==> src/rtl/ssd_map.vh <==
`ifndef SSD_MAP_VH
`define SSD_MAP_VH

// ****************************************************************
// register offsets (byte addresses, one aligned word each)
// ****************************************************************
`define SSD_OFS_CTRL 12'h000
`define SSD_OFS_STATUS 12'h004
`define SSD_OFS_POSITION 12'h008
`define SSD_OFS_STEPS 12'h00C

// ****************************************************************
// control register fields
// ****************************************************************
`define SSD_CTRL_GATE_SEL 0
`define SSD_CTRL_MICRO_SW 1
`define SSD_CTRL_STEP_SW1 2
`define SSD_CTRL_STEP_SW2 3
`define SSD_CTRL_IRED_SW 4
`define SSD_CTRL_PHCUR_LO 8
`define SSD_CTRL_PHCUR_HI 11
// factory setting: enable mode, switches off, phase current position 0
`define SSD_CTRL_RESET 12'h000

// ****************************************************************
// status register fields
// ****************************************************************
`define SSD_ST_READY 0
`define SSD_ST_ENERGIZED 1
`define SSD_ST_MICRO 2
`define SSD_ST_DIR_CCW 3
`define SSD_ST_SHORT 4
`define SSD_ST_TEMP 5
`define SSD_ST_OVERV 6
`define SSD_ST_LOWV 7
`define SSD_ST_RATE 8

// ****************************************************************
// steps per revolution
// ****************************************************************
`define SSD_STEPS_200 14'h00C8
`define SSD_STEPS_400 14'h0190
`define SSD_STEPS_500 14'h01F4
`define SSD_STEPS_1000 14'h03E8
`define SSD_MICRO_FACTOR 4'hA

// ****************************************************************
// timing
// ****************************************************************
`define SSD_CLK_PERIOD_NS 10
`define SSD_READY_DELAY_MS 100
`define SSD_READY_DELAY_CYC ((`SSD_READY_DELAY_MS * 1000000) / `SSD_CLK_PERIOD_NS)
`define SSD_MIN_STEP_NS 2000
`define SSD_MIN_STEP_CYC ((`SSD_MIN_STEP_NS + `SSD_CLK_PERIOD_NS - 1) / `SSD_CLK_PERIOD_NS)

`endif

==> src/rtl/ssd_axis_ctrl.v <==
// Behaviour
// (RULE_01) one step per rising step edge while the gate input is inactive
// (RULE_02) direction inactive steps clockwise, active steps counterclockwise
// (RULE_03) in gate mode an active gate input blocks all step pulses
// (RULE_04) in enable mode readiness follows about 100 ms after enable goes active
// (RULE_05) enable inactive: no readiness, overvoltage and undervoltage lit, ring held
// (RULE_06) latched faults clear on reset or enable off then on, cause gone
// (RULE_07) fine input equal to microstep switch gives standard, otherwise microstep
// (RULE_08) controller times fine-resolution changes like the gate input
// (RULE_09) pwm current input scales phase current by its inactive fraction
// (RULE_10) active current input removes phase current, inactive applies full current
// (RULE_11) readiness output and indicator only while operating properly or enabled; the code requires both, fault-free and not disabled
// (RULE_12) short circuit between phase leads raises the short flag
// (RULE_13) heat sink overtemperature raises the overheat flag
// (RULE_14) supply above limit raises the overvoltage flag
// (RULE_15) supply below limit raises the undervoltage flag
// (RULE_16) excessive step rate raises all four fault flags together
// (RULE_17) any fault de-energizes the motor and drops readiness until cleared
// (RULE_18) steps per revolution 200/400/500/1000, ten times at microstep
// (RULE_19) selector off chooses enable mode, on chooses gate mode
// (RULE_20) all control inputs synchronised, step edges taken from synced level
// (RULE_21) ring counts up or down per direction, wrapping at its length
`timescale 1ns/10ps
`default_nettype none
`include "ssd_map.vh"

module ssd_axis_ctrl #(
    parameter READY_DELAY_CYC = `SSD_READY_DELAY_CYC
) (
    // clock and reset
    input wire pclk,
    input wire presetn,
    // apb slave
    input wire psel,
    input wire penable,
    input wire pwrite,
    input wire [11:0] paddr,
    input wire [31:0] pwdata,
    output wire [31:0] prdata,
    output wire pready,
    output wire pslverr,
    // motion controller inputs, high = energized
    input wire step_in,
    input wire dir_in,
    input wire gate_en_in,
    input wire fine_res_in,
    input wire cur_ctrl_in,
    // power stage detectors, high = condition present
    input wire short_det,
    input wire overtemp_det,
    input wire overvolt_det,
    input wire undervolt_det,
    // readiness and indicators
    output wire ready_relay,
    output wire ready_led,
    output wire fault_led,
    output wire temp_led,
    output wire overv_led,
    output wire lowv_led,
    // power stage controls
    output wire phase_energize,
    output wire [3:0] phase_current_select,
    output wire current_reduction_switch,
    output wire [13:0] ring_pos
);

    // ****************************************************************
    // input synchronisation
    // ****************************************************************
    wire [8:0] sync_bus;

    // every control input is sampled through two flops
    ssd_sync #(
        .WIDTH(9)
    ) u_sync (
        .pclk(pclk),
        .presetn(presetn),
        .async_in({undervolt_det, overvolt_det, overtemp_det, short_det,
                   cur_ctrl_in, fine_res_in, gate_en_in, dir_in, step_in}),
        .sync_out(sync_bus)
    ); // RULE_20

    wire step_s = sync_bus[0];
    wire dir_s = sync_bus[1];
    wire gate_en_s = sync_bus[2];
    wire fine_s = sync_bus[3];
    wire cur_s = sync_bus[4];
    wire short_s = sync_bus[5];
    wire temp_s = sync_bus[6];
    wire overv_s = sync_bus[7];
    wire lowv_s = sync_bus[8];

    // ****************************************************************
    // state
    // ****************************************************************
    reg [11:0] ctrl_reg;
    reg step_prev_reg;
    reg en_prev_reg;
    reg [13:0] ring_reg;
    reg [13:0] ring_next;
    reg [31:0] ready_cnt_reg;
    reg ready_reg;
    reg energize_reg;
    reg flag_short_reg;
    reg flag_temp_reg;
    reg flag_overv_reg;
    reg flag_lowv_reg;
    reg rate_seen_reg;
    reg [15:0] gap_cnt_reg;
    reg fault_led_reg;
    reg temp_led_reg;
    reg overv_led_reg;
    reg lowv_led_reg;
    reg [31:0] prdata_reg;
    reg pready_reg;
    reg pslverr_reg;

    // ****************************************************************
    // switch decode
    // ****************************************************************
    wire gate_mode = ctrl_reg[`SSD_CTRL_GATE_SEL]; // RULE_19
    wire micro_sw = ctrl_reg[`SSD_CTRL_MICRO_SW];
    wire [1:0] step_sw = {ctrl_reg[`SSD_CTRL_STEP_SW1], ctrl_reg[`SSD_CTRL_STEP_SW2]};

    // standard when input level matches switch position
    wire micro_mode = fine_s ^ micro_sw; // RULE_07

    reg [13:0] steps_base;
    reg [13:0] steps_per_rev;

    // step switches pick the base count; microstep multiplies by ten
    always @* begin
        case (step_sw)
            2'b10: steps_base = `SSD_STEPS_200;
            2'b11: steps_base = `SSD_STEPS_400;
            2'b01: steps_base = `SSD_STEPS_500;
            default: steps_base = `SSD_STEPS_1000;
        endcase
        if (micro_mode) begin
            steps_per_rev = steps_base * `SSD_MICRO_FACTOR; // RULE_18
        end else begin
            steps_per_rev = steps_base; // RULE_18
        end
    end

    // ****************************************************************
    // enable, gate and fault summary
    // ****************************************************************
    wire enable_mode = ~gate_mode;
    wire disabled = enable_mode & ~gate_en_s;
    wire gated = gate_mode & gate_en_s;
    wire en_rise = enable_mode & gate_en_s & ~en_prev_reg;
    wire step_edge = step_s & ~step_prev_reg; // RULE_20
    wire any_fault = flag_short_reg | flag_temp_reg | flag_overv_reg | flag_lowv_reg;

    // too short a gap between accepted edges counts as interference
    wire rate_hit = step_edge & ~gated & (gap_cnt_reg < `SSD_MIN_STEP_CYC);

    // ****************************************************************
    // edge history
    // ****************************************************************
    always @(posedge pclk or negedge presetn) begin
        if (!presetn) begin
            step_prev_reg <= 1'b0;
            en_prev_reg <= 1'b0;
        end else begin
            step_prev_reg <= step_s;
            en_prev_reg <= gate_en_s;
        end
    end

    // ****************************************************************
    // step rate watchdog
    // ****************************************************************
    // saturating gap counter, restarted by every accepted edge
    always @(posedge pclk or negedge presetn) begin
        if (!presetn) begin
            gap_cnt_reg <= 16'hFFFF;
        end else if (step_edge & ~gated) begin
            gap_cnt_reg <= 16'h0000;
        end else if (gap_cnt_reg != 16'hFFFF) begin
            gap_cnt_reg <= gap_cnt_reg + 16'h0001;
        end
    end

    // ****************************************************************
    // setpoint ring counter
    // ****************************************************************
    // a ratio switch change may leave the ring above the new length,
    // so an out-of-range value goes to zero on an up step and to the last position on a down step
    always @* begin
        ring_next = ring_reg;
        if (dir_s) begin
            if (ring_reg == 14'h0000 || ring_reg >= steps_per_rev) begin
                ring_next = steps_per_rev - 14'h0001; // RULE_21
            end else begin
                ring_next = ring_reg - 14'h0001; // RULE_02
            end
        end else begin
            if (ring_reg >= steps_per_rev - 14'h0001) begin
                ring_next = 14'h0000; // RULE_21
            end else begin
                ring_next = ring_reg + 14'h0001; // RULE_02
            end
        end
    end

    always @(posedge pclk or negedge presetn) begin
        if (!presetn) begin
            ring_reg <= 14'h0000;
        end else if (disabled) begin
            ring_reg <= 14'h0000; // RULE_05
        end else if (step_edge & ~gated) begin
            ring_reg <= ring_next; // RULE_01 RULE_03
        end
    end

    // ****************************************************************
    // latched fault flags
    // ****************************************************************
    // a live detector wins over the clear, so a flag only drops
    // once its cause is gone
    always @(posedge pclk or negedge presetn) begin
        if (!presetn) begin
            flag_short_reg <= 1'b0;
            flag_temp_reg <= 1'b0;
            flag_overv_reg <= 1'b0;
            flag_lowv_reg <= 1'b0;
            rate_seen_reg <= 1'b0;
        end else begin
            flag_short_reg <= short_s | rate_hit | (flag_short_reg & ~en_rise); // RULE_12 RULE_16 RULE_06
            flag_temp_reg <= temp_s | rate_hit | (flag_temp_reg & ~en_rise); // RULE_13 RULE_16 RULE_06
            flag_overv_reg <= overv_s | rate_hit | (flag_overv_reg & ~en_rise); // RULE_14 RULE_16 RULE_06
            flag_lowv_reg <= lowv_s | rate_hit | (flag_lowv_reg & ~en_rise); // RULE_15 RULE_16 RULE_06
            rate_seen_reg <= rate_hit | (rate_seen_reg & ~en_rise);
        end
    end

    // ****************************************************************
    // readiness delay
    // ****************************************************************
    // counts while the axis may run; any fault or disable restarts it
    always @(posedge pclk or negedge presetn) begin
        if (!presetn) begin
            ready_cnt_reg <= 32'h0000_0000;
            ready_reg <= 1'b0;
        end else if (disabled | any_fault) begin
            ready_cnt_reg <= 32'h0000_0000;
            ready_reg <= 1'b0; // RULE_05 RULE_17
        end else if (ready_cnt_reg < READY_DELAY_CYC - 1) begin
            ready_cnt_reg <= ready_cnt_reg + 32'h0000_0001;
            ready_reg <= 1'b0;
        end else begin
            ready_reg <= 1'b1; // RULE_04 RULE_11
        end
    end

    // ****************************************************************
    // power stage and indicators
    // ****************************************************************
    // phase current follows the inverted current input, so its duty
    // cycle sets the mean current; faults cut it regardless
    always @(posedge pclk or negedge presetn) begin
        if (!presetn) begin
            energize_reg <= 1'b0;
            fault_led_reg <= 1'b0;
            temp_led_reg <= 1'b0;
            overv_led_reg <= 1'b0;
            lowv_led_reg <= 1'b0;
        end else begin
            energize_reg <= ~cur_s & ~disabled & ~any_fault; // RULE_09 RULE_10 RULE_17
            fault_led_reg <= flag_short_reg;
            temp_led_reg <= flag_temp_reg;
            overv_led_reg <= flag_overv_reg | disabled; // RULE_05
            lowv_led_reg <= flag_lowv_reg | disabled; // RULE_05
        end
    end

    // ****************************************************************
    // apb slave
    // ****************************************************************
    wire setup_phase = psel & ~penable;
    wire access_done = psel & penable & pready_reg;
    wire addr_ok = (paddr == `SSD_OFS_CTRL) | (paddr == `SSD_OFS_STATUS) |
                   (paddr == `SSD_OFS_POSITION) | (paddr == `SSD_OFS_STEPS);

    reg [31:0] rd_mux;

    // read data is chosen in the setup cycle so it can leave a flop
    always @* begin
        rd_mux = 32'h0000_0000;
        case (paddr)
            `SSD_OFS_CTRL: rd_mux = {20'h00000, ctrl_reg};
            `SSD_OFS_STATUS: begin
                rd_mux[`SSD_ST_READY] = ready_reg;
                rd_mux[`SSD_ST_ENERGIZED] = energize_reg;
                rd_mux[`SSD_ST_MICRO] = micro_mode;
                rd_mux[`SSD_ST_DIR_CCW] = dir_s;
                rd_mux[`SSD_ST_SHORT] = flag_short_reg;
                rd_mux[`SSD_ST_TEMP] = flag_temp_reg;
                rd_mux[`SSD_ST_OVERV] = flag_overv_reg;
                rd_mux[`SSD_ST_LOWV] = flag_lowv_reg;
                rd_mux[`SSD_ST_RATE] = rate_seen_reg;
            end
            `SSD_OFS_POSITION: rd_mux = {18'h00000, ring_reg};
            `SSD_OFS_STEPS: rd_mux = {18'h00000, steps_per_rev};
            default: rd_mux = 32'h0000_0000;
        endcase
    end

    // one access cycle per transfer, no wait states
    always @(posedge pclk or negedge presetn) begin
        if (!presetn) begin
            pready_reg <= 1'b0;
            pslverr_reg <= 1'b0;
            prdata_reg <= 32'h0000_0000;
        end else if (setup_phase) begin
            pready_reg <= 1'b1;
            pslverr_reg <= ~addr_ok;
            prdata_reg <= pwrite ? 32'h0000_0000 : rd_mux;
        end else begin
            pready_reg <= 1'b0;
            pslverr_reg <= 1'b0;
            prdata_reg <= 32'h0000_0000;
        end
    end

    // switch settings change only at the completing edge
    always @(posedge pclk or negedge presetn) begin
        if (!presetn) begin
            ctrl_reg <= `SSD_CTRL_RESET;
        end else if (access_done & pwrite & (paddr == `SSD_OFS_CTRL)) begin
            ctrl_reg <= {pwdata[11:8], 3'b000, pwdata[4:0]};
        end
    end

    // ****************************************************************
    // outputs
    // ****************************************************************
    assign prdata = prdata_reg;
    assign pready = pready_reg;
    assign pslverr = pslverr_reg;
    assign ready_relay = ready_reg;
    assign ready_led = ready_reg;
    assign fault_led = fault_led_reg;
    assign temp_led = temp_led_reg;
    assign overv_led = overv_led_reg;
    assign lowv_led = lowv_led_reg;
    assign phase_energize = energize_reg;
    assign phase_current_select = ctrl_reg[`SSD_CTRL_PHCUR_HI:`SSD_CTRL_PHCUR_LO];
    assign current_reduction_switch = ctrl_reg[`SSD_CTRL_IRED_SW];
    assign ring_pos = ring_reg;

endmodule // ssd_axis_ctrl

`default_nettype wire

==> src/rtl/ssd_sync.v <==
`timescale 1ns/10ps
`default_nettype none

// ****************************************************************
// two-flop synchroniser, one lane per bit
// ****************************************************************
module ssd_sync #(
    parameter WIDTH = 9
) (
    // clock and reset
    input wire pclk,
    input wire presetn,
    // raw and synchronised levels
    input wire [WIDTH-1:0] async_in,
    output wire [WIDTH-1:0] sync_out
);

    genvar i;
    generate
        for (i = 0; i < WIDTH; i = i + 1) begin : g_lane
            reg meta_reg;
            reg stable_reg;
            // first stage feeds only the second stage
            always @(posedge pclk or negedge presetn) begin
                if (!presetn) begin
                    meta_reg <= 1'b0;
                    stable_reg <= 1'b0;
                end else begin
                    meta_reg <= async_in[i];
                    stable_reg <= meta_reg;
                end
            end
            assign sync_out[i] = stable_reg;
        end
    endgenerate

endmodule // ssd_sync

`default_nettype wire

==> config.mk <==
export PLATFORM = sky130hd
export DESIGN_NAME = ssd_axis_ctrl
export DESIGN_NICKNAME = d
export VERILOG_FILES = /design/src/rtl/ssd_axis_ctrl.v /design/src/rtl/ssd_sync.v
export VERILOG_INCLUDE_DIRS = /design/src /design/src/rtl
export SDC_FILE = /design/constraint.sdc
export NUM_CORES = 1
export LEC_CHECK = 0
export ABC_AREA = 1
export BUFFER_PORTS_ARGS = -buffer_cell sky130_fd_sc_hd__buf_2
export CORE_MARGIN = 2
export CORE_UTILIZATION = 45
export CTS_BUF_LIST = sky130_fd_sc_hd__clkbuf_8 sky130_fd_sc_hd__clkbuf_16
export DETAILED_ROUTE_END_ITERATION = 16
export PLACE_DENSITY = 0.69
export SYNTH_ARGS = -nofsm -noshare
export SYNTH_HDL_FRONTEND = slang
export SYNTH_SLANG_ARGS = --single-unit
==> constraint.sdc <==
create_clock -name pclk -period 5.8 [get_ports pclk]
set_clock_uncertainty 0.1 [all_clocks]
set_input_delay 0.87 -clock pclk [delete_from_list [all_inputs] [get_ports pclk]]
set_output_delay 0.87 -clock pclk [all_outputs]
set_load 0.1 [all_outputs]
# After elaboration in Yosys (flattened, before gate mapping)
# Index checks and enable logic that the tools add are counted.
# word_totals
out_inout_bits	60
elab_cells	129
regBits	136
# op_classes
n_reduce_logical	6
add_sub_neg	5
n_mul	1
n_bitwise	49
n_eq_ne	7
mux	19
order_cmp	4
# ops
cell	n
32-bit 2-to-1 mux	4
14-bit 2-to-1 mux	6
9-bit case mux with 4 select lines	1
32-bit by 1-bit adder with 32-bit output (second input constant)	1
32-bit by 24-bit < comparator with 1-bit output (second input constant)	1
16-bit 2-to-1 mux	2
10-bit case mux with 3 select lines	1
14-bit >= comparator	2
14-bit by 1-bit subtractor with 14-bit output (second input constant)	2
12-bit by 4-bit == test with 1-bit output (second input constant)	2
1-bit AND	19
1-bit OR	18
16-bit by 1-bit adder with 16-bit output (second input constant)	1
16-bit by 8-bit < comparator with 1-bit output (second input constant)	1
16-bit != test (second input constant)	1
5-bit case mux with 3 select lines	1
14-bit by 1-bit adder with 14-bit output (second input constant)	1
14-bit zero test	1
14-bit by 3-bit multiplier with 13-bit output (second input constant)	1
12-bit by 3-bit == test with 1-bit output (second input constant)	1
12-bit zero test	1
1-bit inverter	11
2-bit nonzero test	3
2-bit == test (second input constant)	2
other kinds (4)	7

# Longest topological paths before layout
# Gate-level depths: netlist of the first run.
# depth
depth_word	10
mapped_depth	20
ltp_nobuf	20

# By module
# A second synthesis of the first run with hierarchy kept.
# hier_totals
hier_cells	910
hier_area_um2	7260.7
# modules_own_cells
module	instances	area_per_inst_um2	cells_each	seq_area_each_um2
ssd_axis_ctrl	1	6742.7	883	2522.4
ssd_sync	1	518.0	27	450.4

# Least setup slack after synthesis of the first run
# Ideal clock, no wire load.
# synth_path
kind	reg2reg
start	register ctrl_reg[1]
end	register ring_reg[9] (netlist: ring_pos[9])
arrival_time_ps	2554
path_stages_with_launch	19
path_slack_ps	3025
setup_time_ps	120
synth_period_minus_slack_ps	2775
t_required_ps	5580
cell_sequence	dfrtp_1 inv_1 nand2_1 nand2_2 inv_1 nor2_1 inv_1 nor2_1 inv_1 ha_1 a21o_1 o21bai_1 a21oi_2 buf_2 inv_1 a21oi_1 nand4_1 nand4_1 nand2_1
# synth_via
elab_chain_cells	8
word_cells_on_any_way	11
classes_between	add/sub (1); order compare (2); mux (6); bitwise (1); reduce/logical (1)
# synth_lines
item	line_no	text
from (decl)	ssd_axis_ctrl.v:96	reg [11:0] ctrl_reg;
from (signal assigned)	ssd_axis_ctrl.v:331	ctrl_reg <= `SSD_CTRL_RESET;
from (signal assigned)	ssd_axis_ctrl.v:333	ctrl_reg <= {pwdata[11:8], 3'b000, pwdata[4:0]};
1-bit bitwise XOR *	ssd_axis_ctrl.v:126	wire micro_mode = fine_s ^ micro_sw;
14-bit 2-to-1 mux *	ssd_axis_ctrl.v:139	if (micro_mode) begin
14-bit by 1-bit subtractor with 14-bit output or 14-bit >= comparator (tied branches)	ssd_axis_ctrl.v:195, ssd_axis_ctrl.v:200, ssd_axis_ctrl.v:194	
14-bit >= comparator or 1-bit logical OR (tied branches)	ssd_axis_ctrl.v:200, ssd_axis_ctrl.v:194	
14-bit 2-to-1 mux, on equally long branches	ssd_axis_ctrl.v:200, ssd_axis_ctrl.v:194	
14-bit 2-to-1 mux *	ssd_axis_ctrl.v:193	if (dir_s) begin
14-bit 2-to-1 mux *	ssd_axis_ctrl.v:213	end else if (step_edge & ~gated) begin
14-bit 2-to-1 mux *	ssd_axis_ctrl.v:211	end else if (disabled) begin
to (signal assigned)	ssd_axis_ctrl.v:214	ring_reg <= ring_next;
to (decl)	ssd_axis_ctrl.v:99	reg [13:0] ring_reg;
# Every way passes the cells marked *; elsewhere a longest branch is shown, timed or not. The select of a mux whose other input is x is not followed.
# A chain may end at the register's enable or synchronous reset.

# Final worst setup path of the first run
# Ends and elaborated chain as after synthesis.

==> summary.md, run 1 <==
| Metric | Value |
|---|---|
| Met1 Track Usage GR | `29.37%` |
| Clock transition at the registers of the reported paths | `0.06 ns` |
| Clk_lat worst skew | `0.43 ns` |
| Initial antenna violation count | `0` |
| Slew of the pin with the lowest slew margin | `0.9943 ns` |
| Met3 Use GR | `4.872%` |
| Area leader, netlist | `dfrtp_1` |
| Clock root cell | `clkbuf_16` |
| Sequential cell area | `2973 sq um` |
| Final hold slack | `0.2462 ns` |
| Post-route ant nets | `0` |
| Dpl ws | `2.322 ns` |
| Initial Utilization | `46.25%` |
| Setup TNS | `0 ns` |
| Placed Area | `7531 sq um` |
| Top-count cell post-synth | `nand2_1` |
| I/O Pins | `118` |
| I/O Buffers | `76` |
| Post-Place Cells | `1166` |
| Critical path peak fanout | `11` |
| Iteration-0 DRC Markers | `532` |
| Crit path DAT | `3.77 ns` |
| Ant. Diodes | `0` |
| TritonCTS clock tree | `yes` |
| Routed WL | `17810 um` |
| Final Cycle Share | `61.34%` |
| Area grow syn2layout | `14.86%` |
| Max VDD drop | `0.2161 mV` |
| Number of H-tree levels | `4` |
| Pin count of the biggest net entering global routing | `72` |
| Via count | `6280` |
| Die X | `129.5 um` |
| # setup viols final | `0` |
| Synth area leaders | `dfrtp_1, nand2_1, dfstp_2` |
| Synth Instances | `905` |
| Seq cells post-synth | `118` |
| LEAKAGE | `3.874 nW` |
| Post-route cell area | `8135 sq um` |
| Core area | `15310 sq um` |
| Worst relative slew slack | `33.47%` |
| Hold buffers post-CTS | `0` |
| Final setup margin | `2.242 ns` |
| Total power per unit cell area | `392.6 nW/um^2` |
| Die Span Y | `129.5 um` |
| Cts repair resizes | `0` |
| Outcome | `finished clean` |
| Global Route met2 Usage | `34.06%` |
| Clock buffers created by TritonCTS | `17` |
| Filler cells | `1489` |
| Worst hold path type | `register to register` |
| All-Layer GR Usage | `21.93%` |
| FFs w/ async S/R, synth | `100.0%` |
| Critical Path RT | `6.02 ns` |
| Vias in the first global route | `5649` |
| RSZ-0062 raised after global routing | `false` |
| Share of cells above drive strength 1 | `15.60%` |
| Critical path endpoint category | `register` |
| Post-CTS setup buffer count | `0` |
| Kind of critical path | `register to register` |
| Total gr overflow | `0` |
| Syn Std Cell Area | `7083 sq um` |
| Drt drc | `0` |
| GP Congestion | `0.9035` |
| Pins Over Slew Limit | `0` |
| Yosys warnings | `0` |
| Hpwl dp | `12930 um` |
| Top post-synthesis cells by count | `nand2_1, inv_1, nor2_1` |
| Number of flops mapped to enable cells by yosys | `0` |
| WL/cell | `14.86 um` |
| Number of distinct library cells after synthesis | `47` |
| Footprint of the multi-input gates | `3465 sq um` |
| Fin cells | `1198` |
| Die ar. | `16760 sq um` |
| Number of vias per cell | `5.242` |
| Drt first pass iters | `6` |
| Final hold viol count | `0` |
| Post-synth top area share | `36.04%` |
| CTS Buffer Depth | `2` |
| Mapped Avg Cell Area | `7.827 sq um` |
| Nets | `1059` |
| Maxcap violations | `0` |
| Synth Flop Type | `dfrtp_1` |
| Clock net sink count | `118` |
| Row count | `45` |
| Max FFs per register | `32` |
| Startpoint Class | `register` |
| Shortest period the worst path allows | `3.558 ns` |
| GR peak layer | `met2` |
| Register area share after synthesis | `41.97%` |
| First-pass GRT wire length | `28570 um` |
| F_max | `0.2811 GHz` |
## worst paths after layout
kind	slack (ns)	depth (start not counted)	start	endpoint
worst max-delay path	2.24	17	ctrl_reg[1]$_DFFE_PN0P_	ring_pos[9]$_DFFE_PN0P_
worst min-delay path	0.25	0	u_sync.g_lane[5].meta_reg$_DFF_PN0_	u_sync.g_lane[5].stable_reg$_DFF_PN0_
worst max register to register	2.24	17	ctrl_reg[1]$_DFFE_PN0P_	ring_pos[9]$_DFFE_PN0P_
worst min register to register	0.25	0	u_sync.g_lane[5].meta_reg$_DFF_PN0_	u_sync.g_lane[5].stable_reg$_DFF_PN0_
max in group asynchronous	3.96	2	presetn	phase_energize$_DFF_PN0_
min in group asynchronous	0.44	1	presetn	ring_pos[11]$_DFFE_PN0P_
## stage by stage
stage / util [%] / power (mW)
2_1_floorplan: - / 1.904
3_3_place_gp: 49.17 / 2.104
3_5_place_dp: 49.17 / 2.115
4_1_cts: 53.12 / 3.200
5_1_grt: 53.12 / 3.356
6_report: 53.12 / 3.194
## cell families (layout without fill, tap and decap cells)
family,after synthesis,after routing,synth area share [%]
other cells,1,18,0.05294
flops,118,118,41.97
buf+inv,160,225,10.02
fa+ha+maj,27,27,4.769
compound gates,116,116,9.292
xor+xnor,41,41,5.070
simple gates,437,437,28.03
mux,5,5,0.7949
## power by group
part | internal [mW] | total (mW) | switching, mW
Combinational | 0.268 | 1.06 | 0.790
Clock | 0.676 | 1.08 | 0.401
Sequential | 0.898 | 1.06 | 0.160
## cells in the final DEF, fill, tap and decap left out, types with 3 or more instances in the layout
cell	netlist	routed
nand2_1	182	182
buf_2	9	75
a21oi_1	41	41
conb_1	1	18
xor2_1	37	37
ha_1	27	27
nor4_1	6	6
inv_1	112	113
bufinv_16	0	3
nor3_1	24	24
o21ai_1	5	5
o21ai_0	40	40
xnor2_1	4	4
o22ai_1	7	7
a31oi_1	3	3
a211oi_1	4	4
clkbuf_16	0	17
nand4_1	32	32
inv_6	0	3
nor2_1	110	110
clkinvlp_4	0	3
dfrtp_1	102	102
dfstp_2	16	16
mux2_2	5	5
clkinv_4	0	3
buf_4	24	3
nand3_2	3	3
nand2_2	3	3
nor3_2	3	3
nand3_1	61	61
a221oi_1	7	7
## routing by layer
layer | wire [um] | part of all wire [%] | vias up
met4 | 483 | 2.7 | 0
met1 | 8275 | 46 | 2915
met5 | 0 | 0 | -
met3 | 1181 | 6.6 | 48
met2 | 7865 | 44 | 237
li1 | - | - | 3080
## area by class of cell
class	count	share of cell area, %
clock inverters	15	2.199
well taps	211	3.245
flip-flops and latches	118	36.54
multi-input cells	644	42.59
repair buffers	78	4.891
clock buffers	17	5.229
inverters	115	5.306
## critical path, stage by stage, from the launching register on
cell	delay [ns]
dfrtp_1	0.40
inv_1	0.08
nand2_1	0.10
nand2_2	0.20
inv_1	0.10
nor2_1	0.09
inv_1	0.06
nor2_1	0.35
inv_1	0.11
ha_1	0.31
a21o_1	0.18
o21bai_1	0.15
a21oi_2	0.45
inv_1	0.08
a21oi_1	0.34
nand4_1	0.16
nand4_1	0.11
nand2_1	0.06
Power figures use the tool's default switching activity.
==> inputs of run 2 (changes only) <==
ABC_AREA = 0   (was 1)
PLACE_DENSITY = 0.72   (was 0.69)
clock period = 3.1 ns   (was 5.8 ns; I/O delays follow)
==> summary.md, run 2 <==
| Metric | Value |
|---|---|
| Synth Instances | `716` |
| WP depth | `13` |
| Ant. Diodes | `0` |
| Post-route ant nets | `0` |
| Worst hold path type | `input pin to register` |
| Number of distinct library cells after synthesis | `64` |
| Clk_lat worst skew | `0.42 ns` |
| Mapped Avg Cell Area | `9.216 sq um` |
| Core area | `14420 sq um` |
| Filler cells | `1257` |
| Pins Over Slew Limit | `0` |
| Sw Share | `32.09%` |
| Nets | `899` |
| GP Congestion | `0.9149` |
| Startpoint Class | `register` |
| Combinational group share of total power | `27.0%` |
| Footprint of the multi-input gates | `3520 sq um` |
| Initial Utilization | `45.75%` |
| Clock transition at the registers of the reported paths | `0.06 ns` |
| F_max | `0.3158 GHz` |
| Worst r2r src | `ctrl_reg[1]$_DFFE_PN0P_` |
| Iteration-0 DRC Markers | `436` |
| Slowest cell on crit path | `dfrtp_2` |
| Shortest period the worst path allows | `3.167 ns` |
| Power consumption | `5.222 mW` |
| Top post-synthesis cells by count | `dfrtp_1, nor2_1, nand2_1` |
| Die X | `125.1 um` |
| Synth Flop Type | `dfrtp_1` |
| Total power per unit cell area | `631.9 nW/um^2` |
| Sw Pwr | `1.676 mW` |
| Outcome | `finished with violations` |
| Via count | `5682` |
| Area grow syn2layout | `25.22%` |
| Number of flops mapped to enable cells by yosys | `0` |
| Commonest non-fill, non-tap cells in the layout | `dfrtp_1, nor2_1, buf_2, nand2_1, buf_4` |
| Worst path max stage delay | `0.48 ns` |
| Hold path startpoint | `dir_in` |
| Total gr overflow | `0` |
| WL/cell | `16.49 um` |
| TritonCTS clock tree | `yes` |
| Pin count of the biggest net entering global routing | `86` |
| Clock root cell | `clkbuf_16` |
| Capturing point of the worst reg2reg path | `ring_pos[11]$_DFFE_PN0P_` |
| Crit path DAT | `3.38 ns` |
| Final setup margin | `-0.06690 ns` |
| Clock buffers created by TritonCTS | `17` |
| Cell Int Power | `3.546 mW` |
| Maxcap violations | `0` |
| Drt drc | `0` |
| Placed Area | `7301 sq um` |
| Post-synth top area share | `38.68%` |
| Final core occ | `57.29%` |
| Post-route cell area | `8263 sq um` |
| Critical path origin | `ctrl_reg[1]$_DFFE_PN0P_` |
| Row count | `44` |
| Area leader, netlist | `dfrtp_1` |
| Hpwl dp | `11200 um` |
| FFs w/ async S/R, synth | `100.0%` |
| Final Cycle Share | `102.2%` |
| Seq cells post-synth | `118` |
| LEAKAGE | `3.779 nW` |
| Critical path endpoint category | `register` |
| Final hold slack | `0.04621 ns` |
| Syn Std Cell Area | `6599 sq um` |
| Critical path peak fanout | `8` |
| Cell chain of the critical path | `xor2_4, nor2_4, buf_6, a21oi_2, ha_1, nand4_1, nor3_1, a211o_1, a211oi_4, buf_12, nand2b_4, o221ai_1, a32o_1` |
| Clock net sink count | `118` |
| Reg2Reg Setup Slack | `-0.07 ns` |
| Register area share after synthesis | `45.05%` |
| Vias in the first global route | `5266` |
| Worst setup path end | `ring_pos[11]$_DFFE_PN0P_` |
| RSZ-0062 raised after global routing | `true` |
| Yosys warnings | `0` |
| Number of H-tree levels | `4` |
| All-Layer GR Usage | `21.02%` |
| Failing checks | `setup timing` |
| I/O Pins | `118` |
| Worst path bufs/invs | `2` |
| Slew of the pin with the lowest slew margin | `0.7682 ns` |
| # setup viols final | `9` |
| Top-count cell post-synth | `dfrtp_1` |
| First-pass GRT wire length | `26480 um` |
| Kind of critical path | `register to register` |
| Clk pwr share | `39.9%` |
| Setup TNS | `-0.3317 ns` |
| Routed WL | `16670 um` |
| Die Span Y | `125.1 um` |
| Max FFs per register | `32` |
| Flop pwr share | `33.1%` |
| Worst relative slew slack | `48.79%` |
| CTS Buffer Depth | `2` |
| Die ar. | `15650 sq um` |
| Critical Path RT | `3.31 ns` |
| Drt first pass iters | `7` |
| CP delay by family, top | `compound AO/OA/AOI/OAI gates` |
| Final hold viol count | `0` |
| Register-to-Register Path Depth | `13` |
| Max VDD drop | `0.4186 mV` |
| Share of cells above drive strength 1 | `27.57%` |
| Sequential cell area | `2983 sq um` |
| Commonest non-fill, non-tap cell in the layout | `dfrtp_1` |
| Number of vias per cell | `5.620` |
| Initial antenna violation count | `0` |
| I/O Buffers | `76` |
| Synth area leaders | `dfrtp_1, dfstp_2, ha_1` |
[run 2: final cells by class]
type | count | share of cell area, %
multi-input cells | 532 | 42.60
flip-flops and latches | 118 | 36.10
repair buffers | 125 | 9.949
clock buffers | 19 | 5.482
well taps | 184 | 2.786
clock inverters | 13 | 2.150
inverters | 20 | 0.9388
[run 2: repair_timing]
action	in CTS	in global routing
gates resized for setup	3	59
setup buffers	0	4
cloned	0	1
hold buffers	1	0
setup endpoints to repair	4	14
pin swaps	1	22
endpoints found under the hold margin	33	0
[run 2: metrics by stage]
| step | instances | setup slack (ns) |
|---|---|---|
| floorplan | 733 | 0.02953 |
| detailed placement | 973 | -0.007933 |
| global route | 1011 | -0.1497 |
| CTS | 1006 | -0.008315 |
| finish | 1011 | -0.06690 |
| global placement | 973 | -0.01245 |
[run 2: worst register-to-register path, delay by kind of cell (launching register included)]
family	cells	cell delay, ns
buf+inv	2	0.32
compound gates	5	1.05
flops	1	0.48
fa+ha+maj	1	0.32
simple gates	4	0.57
xor+xnor	1	0.22
[run 2: kinds of logic (layout without fill, tap and decap cells)]
family	after synthesis	count (layout)	synth area share, %
buffers and inverters	83	177	6.181
AOI/OAI and AO/OA	130	130	13.01
and+or+nand+nor	297	297	21.98
DFF	118	118	45.05
adders and majority gates	27	27	5.119
other	1	18	0.05683
xor gates and xnor gates	37	37	4.911
muxes	23	23	3.697
[run 2: power groups by stage]
stage	clock network, mW	logic [mW]	registers (mW)
floorplan	0	0.661	1.91
global placement	0	1.15	1.75
detailed placement	0	1.16	1.75
CTS	2.12	1.17	1.72
global route	2.19	1.50	1.74
finish	2.08	1.41	1.73
[run 2: routing by layer]
metal | up-vias | GRT usage (%) | wire length (um)
li1 | 2693 | - | -
met1 | 2730 | 28.13 | 7149
met2 | 210 | 33.31 | 8028
met3 | 49 | 5.434 | 1024
met4 | 0 | 7.386 | 471
met5 | - | 0 | 0
[run 2: how the worst min path moves through the flow]
stage / cells after the start / end / slack [ns]
2_1_floorplan: 0 / ctrl_reg[0]$_DFFE_PN0P_ / 0.07
3_3_place_gp: 0 / u_sync.g_lane[1].stable_reg$_DFF_PN0_ / 0.23
3_5_place_dp: 0 / u_sync.g_lane[2].stable_reg$_DFF_PN0_ / 0.23
4_1_cts: 1 / u_sync.g_lane[8].meta_reg$_DFF_PN0_ / 0.03
5_1_grt: 1 / u_sync.g_lane[8].meta_reg$_DFF_PN0_ / 0.03
6_report: 1 / u_sync.g_lane[1].meta_reg$_DFF_PN0_ / 0.05
==> inputs of run 3 (changes only) <==
CORE_UTILIZATION = 34   (was 45)
PLACE_DENSITY = 0.58   (was 0.72)
REMOVE_ABC_BUFFERS = 1   (was not set)
==> summary.md, run 3 (same netlist as run 2, synthesis figures left out) <==
| Metric | Value |
|---|---|
| Startpoint Class | `register` |
| Die Span Y | `143.3 um` |
| Clock net sink count | `118` |
| Register-to-Register Path Depth | `14` |
| Capturing point of the worst reg2reg path | `ring_pos[13]$_DFFE_PN0P_` |
| Total gr overflow | `0` |
| Setup TNS | `0 ns` |
| Die X | `143.3 um` |
| Slew of the pin with the lowest slew margin | `0.6655 ns` |
| Share of cells above drive strength 1 | `26.08%` |
| Clk_lat worst skew | `0.43 ns` |
| Met1 Track Usage GR | `22.73%` |
| Crit path DAT | `3.31 ns` |
| Placed Area | `7466 sq um` |
| TritonCTS clock tree | `yes` |
| Dpl ws | `-0.01043 ns` |
| Routed WL | `17580 um` |
| Initial antenna violation count | `0` |
| WL/cell | `16.04 um` |
| Met3 Use GR | `3.932%` |
| Outcome | `finished clean` |
| Post-route ant nets | `0` |
| Commonest non-fill, non-tap cells in the layout | `dfrtp_1, nor2_1, buf_2, nand2_1, buf_4` |
| Clock transition at the registers of the reported paths | `0.06 ns` |
| GP Congestion | `0.8794` |
| Maxcap violations | `0` |
| Flop pwr share | `32.6%` |
| Global Route met2 Usage | `28.56%` |
| Post-Place Cells | `1059` |
| Clock buffers created by TritonCTS | `17` |
| Power consumption | `5.225 mW` |
| Combinational group share of total power | `25.7%` |
| Area grow syn2layout | `25.92%` |
| F_max | `0.3231 GHz` |
| Worst relative slew slack | `55.34%` |
| Sw Pwr | `1.725 mW` |
| I/O Buffers | `76` |
| Drt first pass iters | `6` |
| Shortest period the worst path allows | `3.095 ns` |
| Iteration-0 DRC Markers | `348` |
| GR peak layer | `met2` |
| Total power per unit cell area | `628.8 nW/um^2` |
| LEAKAGE | `3.793 nW` |
| I/O Pins | `118` |
| Core area | `18890 sq um` |
| Nets | `908` |
| Critical path endpoint category | `register` |
| Clk pwr share | `41.6%` |
| Reg2Reg Setup Slack | `0.005 ns` |
| Hold path startpoint | `overvolt_det` |
| Drt drc | `0` |
| Final Cycle Share | `99.83%` |
| Vias in the first global route | `5281` |
| Die ar. | `20540 sq um` |
| Hold path depth | `1` |
| Kind of critical path | `register to register` |
| CTS Buffer Depth | `2` |
| Critical Path RT | `3.32 ns` |
| Final hold viol count | `0` |
| Pin count of the biggest net entering global routing | `49` |
| Clock root cell | `clkbuf_16` |
| First-pass GRT wire length | `27660 um` |
| Worst r2r src | `u_sync.g_lane[3].stable_reg$_DFF_PN0_` |
| Number of H-tree levels | `4` |
| Max FFs per register | `32` |
| Via count | `5485` |
| Worst setup path end | `ring_pos[13]$_DFFE_PN0P_` |
| Initial Utilization | `34.93%` |
| Pins Over Slew Limit | `0` |
| All-Layer GR Usage | `17.48%` |
| Max VDD drop | `0.4513 mV` |
| Critical path peak fanout | `8` |
| Row count | `50` |
| # setup viols final | `0` |
| Sw Share | `33.02%` |
| Commonest non-fill, non-tap cell in the layout | `dfrtp_1` |
| Fin cells | `1096` |
| Worst hold path type | `input pin to register` |
| Number of vias per cell | `5.005` |
| Post-route cell area | `8309 sq um` |
| Ant. Diodes | `0` |
| Cell Int Power | `3.500 mW` |
| Critical path origin | `u_sync.g_lane[3].stable_reg$_DFF_PN0_` |
| Final setup margin | `0.005340 ns` |
| RSZ-0062 raised after global routing | `true` |
| Hpwl dp | `12530 um` |
==> run 3: cell count changes in the layout (fill, tap and decap cells not counted), sizes merged <==
| cell | previous run | this run |
|---|---|---|
| buf | 123 | 132 |
| clkbuf | 20 | 19 |
| clkinvlp | 1 | 0 |
| inv | 22 | 24 |
==> run 3: through the flow <==
step | hold WS (ns) | utilization (%)
final | 0.04035 | 43.98
after global routing | 0.02577 | 43.98
after CTS | 0.02646 | 43.06
after detailed placement | 0.2347 | 39.52
after global placement | 0.2324 | 39.52
after floorplan | 0.06941 | -
==> run 3: repair_timing <==
item	CTS	global route
gates resized for setup	2	32
endpoints found under the setup margin	5	14
pin swaps	1	12
hold buffers	1	0
endpoints found under the hold margin	7	0
buffers inserted	0	4
==> run 3: worst min-delay path by stage <==
| stage | endpoint | slack [ns] |
|---|---|---|
| floorplan | ctrl_reg[0]$_DFFE_PN0P_ | 0.07 |
| global placement | u_sync.g_lane[1].stable_reg$_DFF_PN0_ | 0.23 |
| detailed placement | u_sync.g_lane[4].stable_reg$_DFF_PN0_ | 0.23 |
| CTS | u_sync.g_lane[7].meta_reg$_DFF_PN0_ | 0.03 |
| global route | u_sync.g_lane[7].meta_reg$_DFF_PN0_ | 0.03 |
| finish | u_sync.g_lane[7].meta_reg$_DFF_PN0_ | 0.04 |
==> run 3: layer usage <==
layer,up-vias,wire (um)
met1,2574,7922
met2,163,8387
met5,-,0
li1,2710,-
met4,0,417
met3,38,853
==> run 3: power by group through the flow <==
stage / clock network (mW) / logic (mW) / registers (mW)
detailed placement: 0 / 1.23 / 1.73
global placement: 0 / 1.22 / 1.73
CTS: 2.21 / 1.24 / 1.70
finish: 2.18 / 1.34 / 1.71
global route: 2.27 / 1.45 / 1.72
floorplan: 0 / 0.581 / 1.95
==> run 3: cell type report <==
type | count | area, sq um
clock buffer | 18 | 439.2
fill | 1884 | 10580
tap | 260 | 325.3
multi-input combinational | 532 | 3416
sequential | 118 | 2975
inverter | 20 | 75.07
timing repair buffer | 134 | 865.8
clock inverter | 14 | 212.7
==> run 3: worst max-delay path: stages (launching register included) <==
cell       delay [ns]
dfrtp_2          0.44
xor2_1           0.15
buf_4            0.17
and3_4           0.21
nor2_2           0.16
ha_4             0.23
a21oi_2          0.13
o21bai_1         0.08
a211o_1          0.26
a211oi_2         0.29
clkbuf_16        0.21
buf_6            0.14
and2_1           0.13
o31ai_1          0.06
a22o_1           0.23
